`src/logic/instr_exec_pkg.sv`:
```
// constants and types shared by the instruction execution slice
package instr_exec_pkg;
    // opcode values (9-bit words)
    localparam logic [8:0] OP_LONG_CALL     = 9'h070;
    localparam logic [8:0] OP_LONG_CALL_ACC = 9'h050;
    localparam logic [8:0] OP_CLOCK_SWITCH  = 9'h059;
    localparam logic [8:0] OP_PORT_D_CLR    = 9'h011;
    localparam logic [8:0] OP_PTR_DEC       = 9'h017;
    localparam logic [8:0] OP_PTR_INC       = 9'h013;
    localparam logic [8:0] OP_PORT_E_IN     = 9'h056;
    localparam logic [8:0] OP_PORT_G_IN     = 9'h028;
    localparam logic [8:0] OP_LOGIC_OP      = 9'h041;
    localparam logic [8:0] OP_PORT_E_OUT    = 9'h084;
    localparam logic [8:0] OP_PORT_G_OUT    = 9'h080;
    localparam logic [8:0] OP_ROTATE        = 9'h01d;
    localparam logic [8:0] OP_PORT_D_BITCLR = 9'h014;
    localparam logic [8:0] OP_RETURN        = 9'h044;
    localparam logic [8:0] OP_RETURN_SKIP   = 9'h045;
    // opcode classes matched on upper bits
    localparam logic [4:0] OP_LOAD_IMM_HI   = 5'h0b;   // bits 8:4
    localparam logic [2:0] OP_PTR_LOAD_HI   = 3'h3;    // bits 8:6
    localparam logic [6:0] OP_BIT_CLR_HI    = 7'h13;   // bits 8:2
    localparam logic [6:0] OP_BIT_SET_HI    = 7'h17;   // bits 8:2
    localparam logic [1:0] SECOND_WORD_HI   = 2'h2;    // bits 8:7 of call word 2
    // logic operation select codes
    localparam logic [1:0] LOGIC_XOR        = 2'h0;
    localparam logic [1:0] LOGIC_OR         = 2'h1;
    localparam logic [1:0] LOGIC_AND        = 2'h2;
    // sizes
    localparam int STACK_DEPTH              = 4;
    localparam int RAM_WORDS                = 64;
    // reset values and pointer wrap values
    localparam logic [3:0] ACC_RESET        = 4'h0;
    localparam logic [7:0] PORT_D_RESET     = 8'h00;
    localparam logic [1:0] STACK_PTR_RESET  = 2'h3;
    localparam logic [3:0] PTR_WRAP_DEC     = 4'hf;
    localparam logic [3:0] PTR_WRAP_INC     = 4'h0;
    // sequencer states, gray along the call path
    typedef enum logic [1:0]
    {
        ST_EXEC   = 2'b00,
        ST_WORD2  = 2'b01,
        ST_RETURN = 2'b11
    } seq_state_e;
endpackage : instr_exec_pkg

```
`src/logic/ram_bus_if.sv`:
```
// ram access bundle between the executor and its nibble store
`timescale 1ns/100ps
`default_nettype none
interface ram_bus_if;
    logic [5:0] addr;
    logic [3:0] wdata;
    logic       we;
    logic [3:0] rdata;
    modport master (output addr, output wdata, output we, input rdata);
    modport slave  (input addr, input wdata, input we, output rdata);
endinterface : ram_bus_if
`default_nettype wire

```
`src/logic/instr_exec.sv`:
```
// instruction execution slice of a 4-bit controller core
`timescale 1ns/100ps
`default_nettype none
module instr_exec
(
    // clock and reset
    input  wire logic        clk_in,
    input  wire logic        rst_in,
    // instruction stream
    input  wire logic [8:0]  instr_in,
    input  wire logic        instr_valid_in,
    // register inputs from outside the slice
    input  wire logic [7:0]  reg_e_in,
    input  wire logic [1:0]  logic_op_select_in,
    // pins
    input  wire logic [2:0]  port_e_pins_in,
    input  wire logic [3:0]  port_g_pins_in,
    // state outputs
    output logic [3:0]       acc_out,
    output logic             carry_flag_out,
    output logic [1:0]       ram_pointer_x_out,
    output logic [3:0]       ram_pointer_y_out,
    output logic [3:0]       program_page_out,
    output logic [6:0]       program_low_counter_out,
    output logic [1:0]       stack_pointer_out,
    output logic             system_clock_select_out,
    output logic             skip_out,
    // port latches
    output logic [7:0]       port_d_out,
    output logic [7:0]       port_d_oe_n_out,
    output logic [1:0]       port_e_out,
    output logic [3:0]       port_g_out
);
    ram_bus_if ram ();

    nibble_ram u_ram
    (
        .clk_in (clk_in),
        .rst_in (rst_in),
        .bus    (ram)
    );

    // pin synchronisers: three stages, change taken when stages 2 and 3 agree
    logic [6:0] pin_s1_r, pin_s2_r, pin_s3_r, pin_q_r;
    logic [6:0] pin_q_nxt;
    always_comb
    begin
        pin_q_nxt = pin_q_r;
        for (int i = 0; i < 7; i++)
            if (pin_s2_r[i] == pin_s3_r[i])
                pin_q_nxt[i] = pin_s3_r[i];
    end
    always_ff @(posedge clk_in)
    begin
        if (rst_in)
        begin
            pin_s1_r <= 7'h00;
            pin_s2_r <= 7'h00;
            pin_s3_r <= 7'h00;
            pin_q_r  <= 7'h00;
        end
        else
        begin
            pin_s1_r <= {port_g_pins_in, port_e_pins_in};
            pin_s2_r <= pin_s1_r;
            pin_s3_r <= pin_s2_r;
            pin_q_r  <= pin_q_nxt;
        end
    end

    // architectural state
    instr_exec_pkg::seq_state_e state_r, state_nxt;
    logic [3:0]  acc_r, acc_nxt;
    logic        cy_r, cy_nxt;
    logic [1:0]  px_r, px_nxt;
    logic [3:0]  py_r, py_nxt;
    logic [3:0]  page_r, page_nxt;
    logic [6:0]  pcl_r, pcl_nxt;
    logic [1:0]  sp_r, sp_nxt;
    logic        clk_sel_r, clk_sel_nxt;
    logic        skip_r, skip_nxt;
    logic        skip2_r, skip2_nxt;         // skip second word of a skipped call
    logic [1:0]  run_r, run_nxt;             // 1: last was load imm, 2: pointer load
    logic [8:0]  word1_r, word1_nxt;
    logic [7:0]  pd_r, pd_nxt;
    logic [1:0]  pe_r, pe_nxt;
    logic [3:0]  pg_r, pg_nxt;
    logic [7:0]  oe_n_r, oe_n_nxt;          // port d enables, low where driving
    logic [10:0] stk_r [instr_exec_pkg::STACK_DEPTH];
    logic [10:0] stk_nxt [instr_exec_pkg::STACK_DEPTH];
    logic [3:0]  logic_res;
    logic [8:0]  w;
    logic        two_word;

    // logic operation result
    always_comb
    begin
        case (logic_op_select_in)
            instr_exec_pkg::LOGIC_XOR: logic_res = acc_r ^ reg_e_in[3:0];
            instr_exec_pkg::LOGIC_OR:  logic_res = acc_r | reg_e_in[3:0];
            instr_exec_pkg::LOGIC_AND: logic_res = acc_r & reg_e_in[3:0];
            default:                   logic_res = acc_r;
        endcase
    end

    assign ram.addr  = {px_r, py_r};
    assign w         = instr_in;
    assign two_word  = (w[8:4] == instr_exec_pkg::OP_LONG_CALL[8:4]) ||
                       (w == instr_exec_pkg::OP_LONG_CALL_ACC);

    // next-state and execution
    always_comb
    begin
        state_nxt   = state_r;
        acc_nxt     = acc_r;
        cy_nxt      = cy_r;
        px_nxt      = px_r;
        py_nxt      = py_r;
        page_nxt    = page_r;
        pcl_nxt     = pcl_r;
        sp_nxt      = sp_r;
        clk_sel_nxt = clk_sel_r;
        skip_nxt    = skip_r;
        skip2_nxt   = skip2_r;
        run_nxt     = run_r;
        word1_nxt   = word1_r;
        pd_nxt      = pd_r;
        pe_nxt      = pe_r;
        pg_nxt      = pg_r;
        stk_nxt     = stk_r;
        ram.we      = 1'b0;
        ram.wdata   = ram.rdata;
        case (state_r)
            instr_exec_pkg::ST_RETURN:
            begin
                // second return cycle: pc reloaded from popped entry
                {page_nxt, pcl_nxt} = stk_r[sp_r + 2'h1];
                state_nxt = instr_exec_pkg::ST_EXEC;
            end
            instr_exec_pkg::ST_WORD2:
            begin
                if (instr_valid_in)
                begin
                    // second word completes the call
                    state_nxt = instr_exec_pkg::ST_EXEC;
                    sp_nxt = sp_r + 2'h1;
                    stk_nxt[sp_r + 2'h1] = {page_r, pcl_r};
                    if (word1_r[8:4] == instr_exec_pkg::OP_LONG_CALL[8:4])
                    begin
                        page_nxt = word1_r[3:0];
                        pcl_nxt = w[6:0];
                    end
                    else
                    begin
                        page_nxt = w[3:0];
                        pcl_nxt = {w[6:4], acc_r};
                    end
                end
            end
            default:
            begin
                if (instr_valid_in)
                begin
                    run_nxt = 2'h0;
                    if (skip2_r)
                        skip2_nxt = 1'b0;
                    else if (skip_r)
                    begin
                        // fetched without effect except on the run and skip2 tracking
                        skip_nxt = 1'b0;
                        skip2_nxt = two_word;
                        if (w[8:4] == instr_exec_pkg::OP_LOAD_IMM_HI)
                            run_nxt = 2'h1;
                        if (w[8:6] == instr_exec_pkg::OP_PTR_LOAD_HI)
                            run_nxt = 2'h2;
                    end
                    else if (two_word)
                    begin
                        word1_nxt = w;
                        state_nxt = instr_exec_pkg::ST_WORD2;
                    end
                    else if (w[8:4] == instr_exec_pkg::OP_LOAD_IMM_HI)
                    begin
                        if (run_r != 2'h1)
                            acc_nxt = w[3:0];
                        run_nxt = 2'h1;
                    end
                    else if (w[8:6] == instr_exec_pkg::OP_PTR_LOAD_HI)
                    begin
                        if (run_r != 2'h2)
                        begin
                            px_nxt = w[5:4];
                            py_nxt = w[3:0];
                        end
                        run_nxt = 2'h2;
                    end
                    else if (w[8:2] == instr_exec_pkg::OP_BIT_CLR_HI)
                    begin
                        ram.we = 1'b1;
                        ram.wdata = ram.rdata & ~(4'h1 << w[1:0]);
                    end
                    else if (w[8:2] == instr_exec_pkg::OP_BIT_SET_HI)
                    begin
                        ram.we = 1'b1;
                        ram.wdata = ram.rdata | (4'h1 << w[1:0]);
                    end
                    else
                    begin
                        case (w)
                            instr_exec_pkg::OP_CLOCK_SWITCH:
                                clk_sel_nxt = 1'b1;
                            instr_exec_pkg::OP_PORT_D_CLR:
                                pd_nxt = instr_exec_pkg::PORT_D_RESET;
                            instr_exec_pkg::OP_PTR_DEC:
                            begin
                                py_nxt = py_r - 4'h1;
                                skip_nxt = (py_r - 4'h1) == instr_exec_pkg::PTR_WRAP_DEC;
                            end
                            instr_exec_pkg::OP_PTR_INC:
                            begin
                                py_nxt = py_r + 4'h1;
                                skip_nxt = (py_r + 4'h1) == instr_exec_pkg::PTR_WRAP_INC;
                            end
                            instr_exec_pkg::OP_PORT_E_IN:
                                acc_nxt[2:0] = pin_q_r[2:0];
                            instr_exec_pkg::OP_PORT_G_IN:
                                acc_nxt = pin_q_r[6:3];
                            instr_exec_pkg::OP_LOGIC_OP:
                                acc_nxt = logic_res;
                            instr_exec_pkg::OP_PORT_E_OUT:
                                pe_nxt = acc_r[1:0];
                            instr_exec_pkg::OP_PORT_G_OUT:
                                pg_nxt = acc_r;
                            instr_exec_pkg::OP_ROTATE:
                            begin
                                acc_nxt = {cy_r, acc_r[3:1]};
                                cy_nxt = acc_r[0];
                            end
                            instr_exec_pkg::OP_PORT_D_BITCLR:
                                if (!py_r[3])
                                    pd_nxt[py_r[2:0]] = 1'b0;
                            instr_exec_pkg::OP_RETURN:
                            begin
                                sp_nxt = sp_r - 2'h1;
                                state_nxt = instr_exec_pkg::ST_RETURN;
                            end
                            instr_exec_pkg::OP_RETURN_SKIP:
                            begin
                                sp_nxt = sp_r - 2'h1;
                                skip_nxt = 1'b1;
                                state_nxt = instr_exec_pkg::ST_RETURN;
                            end
                            default:
                                pcl_nxt = pcl_r;
                        endcase
                    end
                end
            end
        endcase
        oe_n_nxt = ~pd_nxt;
    end

    // state registers
    always_ff @(posedge clk_in)
    begin
        if (rst_in)
        begin
            state_r   <= instr_exec_pkg::ST_EXEC;
            acc_r     <= instr_exec_pkg::ACC_RESET;
            cy_r      <= 1'b0;
            px_r      <= 2'h0;
            py_r      <= 4'h0;
            page_r    <= 4'h0;
            pcl_r     <= 7'h00;
            sp_r      <= instr_exec_pkg::STACK_PTR_RESET;
            clk_sel_r <= 1'b0;
            skip_r    <= 1'b0;
            skip2_r   <= 1'b0;
            run_r     <= 2'h0;
            word1_r   <= 9'h000;
            pd_r      <= instr_exec_pkg::PORT_D_RESET;
            pe_r      <= 2'h0;
            pg_r      <= 4'h0;
            oe_n_r    <= ~instr_exec_pkg::PORT_D_RESET;
            for (int i = 0; i < instr_exec_pkg::STACK_DEPTH; i++)
                stk_r[i] <= 11'h000;
        end
        else
        begin
            state_r   <= state_nxt;
            acc_r     <= acc_nxt;
            cy_r      <= cy_nxt;
            px_r      <= px_nxt;
            py_r      <= py_nxt;
            page_r    <= page_nxt;
            pcl_r     <= pcl_nxt;
            sp_r      <= sp_nxt;
            clk_sel_r <= clk_sel_nxt;
            skip_r    <= skip_nxt;
            skip2_r   <= skip2_nxt;
            run_r     <= run_nxt;
            word1_r   <= word1_nxt;
            pd_r      <= pd_nxt;
            pe_r      <= pe_nxt;
            pg_r      <= pg_nxt;
            oe_n_r    <= oe_n_nxt;
            stk_r     <= stk_nxt;
        end
    end

    // outputs straight from flip-flops
    assign acc_out                 = acc_r;
    assign carry_flag_out          = cy_r;
    assign ram_pointer_x_out       = px_r;
    assign ram_pointer_y_out       = py_r;
    assign program_page_out        = page_r;
    assign program_low_counter_out = pcl_r;
    assign stack_pointer_out       = sp_r;
    assign system_clock_select_out = clk_sel_r;
    assign skip_out                = skip_r;
    assign port_d_out              = pd_r;
    assign port_d_oe_n_out         = oe_n_r;  // latch 1 drives, 0 floats
    assign port_e_out              = pe_r;
    assign port_g_out              = pg_r;
endmodule : instr_exec
`default_nettype wire

```
`src/logic/nibble_ram.sv`:
```
// 64 x 4 data memory held in flip-flops
`timescale 1ns/100ps
`default_nettype none
module nibble_ram
(
    // clock and reset
    input  wire logic clk_in,
    input  wire logic rst_in,
    // access port
    ram_bus_if.slave  bus
);
    logic [3:0] mem_r [instr_exec_pkg::RAM_WORDS];
    logic [3:0] mem_nxt [instr_exec_pkg::RAM_WORDS];

    // next contents per entry
    genvar gi;
    generate
        for (gi = 0; gi < instr_exec_pkg::RAM_WORDS; gi++)
        begin : g_word
            always_comb
            begin
                mem_nxt[gi] = mem_r[gi];
                if (bus.we && (bus.addr == 6'(gi)))
                    mem_nxt[gi] = bus.wdata;
            end
            always_ff @(posedge clk_in)
            begin
                if (rst_in)
                    mem_r[gi] <= 4'h0;
                else
                    mem_r[gi] <= mem_nxt[gi];
            end
        end
    endgenerate

    // combinational read
    assign bus.rdata = mem_r[bus.addr];
endmodule : nibble_ram
`default_nettype wire

```
`config.mk`:
```
export PLATFORM = sky130hd
export DESIGN_NAME = instr_exec
export DESIGN_NICKNAME = d
export VERILOG_FILES = /design/src/logic/instr_exec_pkg.sv /design/src/logic/ram_bus_if.sv /design/src/logic/instr_exec.sv /design/src/logic/nibble_ram.sv
export SDC_FILE = /design/constraint.sdc
export NUM_CORES = 1
export LEC_CHECK = 0
export ABC_AREA = 1
export BUFFER_PORTS_ARGS = -buffer_cell sky130_fd_sc_hd__clkbuf_2
export CAP_MARGIN = 10
export CORE_MARGIN = 2
export CORE_UTILIZATION = 58
export DETAILED_ROUTE_END_ITERATION = 7
export HOLD_SLACK_MARGIN = 0.1
export PLACE_DENSITY = 0.83
export SLEW_MARGIN = 20
export SYNTH_ARGS = -nofsm -noshare
export SYNTH_HDL_FRONTEND = slang
export SYNTH_HIERARCHICAL = 1
export SYNTH_SLANG_ARGS = --single-unit
```
`constraint.sdc`:
```
create_clock -name clk_in -period 2.8 [get_ports clk_in]
set_clock_uncertainty 0.2 [all_clocks]
set_input_delay 0.56 -clock clk_in [delete_from_list [all_inputs] [get_ports clk_in]]
set_output_delay 0.56 -clock clk_in [all_outputs]
set_load 0.005 [all_outputs]
```
* After elaboration in Yosys (flattened, before gate mapping)
Cells that the tools add are included.
Cells by class: reductions and logical operators 29, muxes and demuxes 76, magnitude comparators 4, $add $sub $neg 4, eq/ne operators 56, bitwise operators 16
Operators with widths (count):
- 8-bit two-way mux | 10
- 10-bit AND reduction | 6
- 9-bit by 7-bit equality test with 1-bit output (second input constant) | 6
- 2-bit two-way mux | 26
- 4-bit two-way mux | 12
- 9-bit by 5-bit equality test with 1-bit output (second input constant) | 5
- 44-bit bitwise mux | 1
- 11-bit two-way mux | 3
- 11-bit binary-select mux with 2-bit select | 1
- 11-bit demux with 2-bit select | 1
- 11-bit AND reduction | 2
- 2-bit by 1-bit inequality test with 1-bit output (second input constant) | 10
- 9-bit by 8-bit equality test with 1-bit output (second input constant) | 2
- 4-bit by 2-bit inequality test with 1-bit output (second input constant) | 4
- 8-bit NOT | 2
- 4-bit one-hot mux with 2 select lines | 2
- 8-bit one-hot mux with 2 select lines | 1
- 7-bit by 5-bit equality test with 1-bit output (second input constant) | 2
- 2-bit inequality test (second input constant) | 7
- 7-bit one-hot mux with 2 select lines | 1
- 3-bit one-hot mux with 4 select lines | 1
- 4-bit one-hot mux with 3 select lines | 1
- 5-bit by 3-bit equality test with 1-bit output (second input constant) | 2
- 1-bit two-way mux | 10
- 41 further kinds | 67
Word-level totals: register bits after elaboration 134, logic and storage cells 217, input port bits 29, output and inout port bits 48

* Logic depth before layout (Yosys ltp)
depth in word-level cells 18, gate-level depth with buffers 13

* Worst setup path after synthesis
OpenSTA, ideal clock, no wires.
path type reg2reg, from register sp_r[0], in the netlist stack_pointer_out[0], to register pcl_r[2], in the netlist program_low_counter_out[2], cell stages (with the launch flop) 12, buffers on the path 3, setup slack 479 ps, arrival time 2063 ps, setup time 58 ps, cell sequence dfxtp_1 inv_1 clkbuf_1 ha_1 clkbuf_1 clkbuf_1 o21ai_0 o21ai_0 a21oi_1 nand2_1 o211ai_1 inv_1
On the way: cells in the longest elaborated chain, start to end 6
RTL lines:
- from (decl) | RTL line instr_exec.sv:79 | logic [1:0] sp_r, sp_nxt;
- from (signal assigned) | RTL line instr_exec.sv:275 | sp_r <= instr_exec_pkg::STACK_PTR_RESET;
- from (signal assigned) | RTL line instr_exec.sv:297 | sp_r <= sp_nxt;
- 2-bit by 1-bit adder with 2-bit output | RTL line instr_exec.sv:137 | {page_nxt, pcl_nxt} = stk_r[sp_r + 2'h1];
- 2-bit NOT with 3-bit output (implied by the code) | RTL line instr_exec.sv:137
- 11-bit binary-select mux with 2-bit select | RTL line instr_exec.sv:137
- 11-bit two-way mux (implied by the code) (2 in series) | RTL line instr_exec.sv:137
- 7-bit one-hot mux with 2 select lines | RTL line instr_exec.sv:133 | case (state_r)
- to (signal assigned) | RTL line instr_exec.sv:296 | pcl_r <= pcl_nxt;
- to (decl) | RTL line instr_exec.sv:78 | logic [6:0] pcl_r, pcl_nxt;
No other way between the ends. The select of a mux whose other input is x is not followed. A chain may end at the register's enable or synchronous reset.

* Final worst setup path
from register sp_r[1], in the netlist stack_pointer_out[1], to register page_r[3], in the netlist program_page_out[3]
On the way: cells in the longest elaborated chain, start to end 6
RTL lines:
- 2-bit by 1-bit adder with 2-bit output | RTL line instr_exec.sv:137
- 2-bit NOT with 3-bit output (implied by the code) | RTL line instr_exec.sv:137
- 11-bit binary-select mux with 2-bit select | RTL line instr_exec.sv:137
- 11-bit two-way mux (implied by the code) (2 in series) | RTL line instr_exec.sv:137
- 4-bit one-hot mux with 2 select lines | RTL line instr_exec.sv:133
- to (signal assigned) | RTL line instr_exec.sv:295 | page_r <= page_nxt;
- to (decl) | RTL line instr_exec.sv:77 | logic [3:0] page_r, page_nxt;
No other way between the ends. The select of a mux whose other input is x is not followed.

==> summary.md <==
| Metric | Value |
|---|---|
| Syn Inst Count | 883 |
| CTS tree | done |
| Setup TNS | 0 ns |
| Hold path start | pin_s1_r[3] |
| Min Tclk post-route | 2.40 ns |
| Synth cell types | 39 |
| Global route overflow | 0 |
| Synth Register Bits | 134 |
| Int Power | 3210 uW |
| First-pass GRT wire length | 26.4 mm |
| Commonest cells in the synthesized netlist | 139 x nand2_1, 134 x dfxtp_1, 108 x nor2_1 |
| CP most frequent cell | inv_1 |
| CTS Sinks | 134 |
| Net Sw Frac | 25.3% |
| Crit-path max FO | 19 |
| Number of setup violations in the final report | 0 |
| Synthesized area | 6360 sq um |
| CP arrival | 2.68 ns |
| Crit path cell chain | inv_1 > ha_1 > inv_1 > a21oi_1 > o21ai_0 > nand2_1 > a21oi_1 > nand2_1 > o211ai_1 > inv_1 |
| Seq/Total Area, Yosys | 42.2% |
| CP endpoint kind | flop |
| Worst VDD drop | 505 uV |
| Syn nets | 931 |
| Root Buffer | clkbuf_8 |
| Synth top area share | 42.2% |
| Max Root-Sink Buffers | 2 |
| Yosys top cell by area | dfxtp_1 |
| Fin cells | 1112 |
| Synth area leaders | dfxtp_1 42%, nand2_1 8.2%, a21oi_1 8.0% |
| Initial antenna violation count | 0 |
| Die height | 109 um |
| Area occupied by multi-input gates | 3090 sq um |
| CP Launch Type | flop |
| Reg power frac | 45.4% |
| Unrepaired setup endpoints after global routing | no |
| Core footprint | 10800 sq um |
| H-Tree Level Count | 4 |
| Post-route cell area | 7480 sq um |
| Clock power share | 47.7% |
| Total number of vias | 6141 |
| Most common cell in the netlist | nand2_1 |
| Largest net degree at the start of global routing | 88 |
| Worst skew pair latency | 0.54 ns |
| Post-DRT Antenna Nets | 0 |
| Hold Path Class | reg2reg |
| Fin crit share | 85.8% |
| Placer Congestion | 0.974 |
| Cts repair resizes | 0 |
| Placed inst area | 6860 sq um |
| Dpl hpwl | 11.0 mm |
| Row count | 38 |
| Hold Vio Cnt, Final | 0 |
| Core Util, Final | 69.3% |
| Final net count | 1007 |
| CTS buffer count | 17 |
| Share of cells above drive strength 1 | 17.8% |
| Aggregate routed wire length | 16.3 mm |
| Max stage delay on crit path | 0.71 ns |
| Critical-path top delay cell | ha_1 |
| Beginning of the worst register-to-register path | stack_pointer_out[1] |
| Dpl cells | 1073 |
| Most used DFF post-synth | dfxtp_1 |
| Static Leak | 0.00303 uW |
| Port bufs | 72 |
| Antenna fix cells | 0 |
| Max Freq | 416 MHz |
| Via density | 5.52 |
| Area grow syn2layout | 17.5% |
| Max-Slew Margin vs Limit | 33.2% |
| Worst setup startpoint | stack_pointer_out[1] |
| Status | finished clean |
| Top Family by Delay on Critical Path | adder cells |
| Number of warnings issued by yosys | 6 |
| Combinational power share | 6.9% |
| Register area | 2680 sq um |
| Worst path bufs/invs | 3 |
| Worst Tran Pin Value | 1.00 ns |
| Post-CTS setup buffer count | 0 |
| Ys async rst share | 0% |
| Req. time, crit path | 3.08 ns |
| 1st-iter DRT viols | 529 |
| Cts hold-fix bufs | 7 |
| Pins Over Slew Limit | 0 |
| DRC violations left | 0 |
| PD cells | 574 nW/um^2 |
| Boundary Pins | 77 |
| Kind of critical path | reg2reg |
| Fillers | 883 |
| DIE WIDTH | 109 um |
| Worst hold margin | 0.199 ns |
| WL per Instance | 14.7 um |
| Clock Pin Slew Worst Setup and Hold Paths | 0.06 ns |
| EDFF count, synth | 0 |
| First-pass DRT Iterations | 6 |
| Number of max-cap violations | 0 |
| Vias in the first global route | 5584 |
| Initial Util | 58.9% |
| Sw Pwr | 1090 uW |
| Avg Cell Area, Syn | 7.21 sq um |
| All-layer global routing usage | 28.7% |
| Die ar. | 11800 sq um |
==> power groups by stage <==
stage | Combinational [uW] | Sequential (uW) | Clock, uW
final | 296 | 1950 | 2050
after global routing | 329 | 1950 | 2170
after CTS | 292 | 1950 | 2080
after detailed placement | 281 | 1990 | 0
after global placement | 278 | 1990 | 0
after floorplan | 196 | 1990 | 0
==> worst register-to-register path: cells and delay by family, from the launching register on <==
kind            cells  cell delay, ns
buf+inv             3            0.44
simple gates        2            0.17
compound gates      4            0.41
flops               1            0.41
fa+ha+maj           1            0.71
==> placed cells by master, fill, tap and decap left out, types with 10 or more instances in the layout <==
master,count
inv_1,97
clkbuf_2,71
a21oi_2,10
nor2_1,107
clkbuf_16,16
nand3_1,80
o21ai_0,72
nor2_2,10
dfxtp_1,134
nand2_1,139
ha_1,19
buf_4,19
a21oi_1,102
==> cell families (layout without fill, tap and decap cells) <==
group	count (synthesis)	in the layout	share of synthesized area [%]
AOI/OAI and AO/OA	209	209	18.2
xor gates and xnor gates	5	5	0.688
DFF	134	134	42.2
and+or+nand+nor	368	368	25.9
buffers and inverters	148	237	9.30
adders and majority gates	19	19	3.74
==> final timing paths <==
path | cells past startpoint | slack [ns] | endpoint
worst max-delay path | 10 | 0.40 | program_page_out[3]
worst min-delay path | 2 | 0.20 | pin_s2_r[3]
worst max register to register | 10 | 0.40 | program_page_out[3]
worst min register to register | 2 | 0.20 | pin_s2_r[3]
==> state kept, by name (all words and copies together), names as in the netlist, named ones only <==
signal,count
port_e_out,2
skip_out,1
pin_q_r,7
state_r,2
ram_pointer_y_out,4
carry_flag_out,1
program_page_out,4
program_low_counter_out,7
pin_s1_r,7
stack_pointer_out,2
skip2_r,1
ram_pointer_x_out,2
run_r,2
port_g_out,4
pin_s3_r,7
acc_out,4
pin_s2_r,7
word1_r,9
system_clock_select_out,1
stk_r,44
port_d_oe_n_out,8
==> final cells by class <==
cell class / instances / share of cell area (%)
Clock inverter: 14 / 1.76
Sequential cell: 134 / 35.9
Inverter: 107 / 5.44
Timing Repair Buffer: 98 / 7.66
Multi-Input combinational cell: 601 / 41.3
Clock buffer: 18 / 5.59
Tap cell: 140 / 2.34
==> routing by layer <==
metal  vias up  global-route usage (%)  part of all wire, %
li1       3055                       -                    -
met1      2804                    33.8                   41
met2       243                    49.6                   49
met3        39                    6.46                  7.1
met4         0                    13.1                  2.8
met5         -                       0                    0
==> metrics by stage <==
stage | setup WS [ns] | power, uW
after floorplan | 0.479 | 2180
after global placement | 0.438 | 2270
final | 0.396 | 4290
after CTS | 0.458 | 4320
after global routing | 0.228 | 4450
after detailed placement | 0.437 | 2270
No activity file was read; power rests on OpenSTA's default activity.
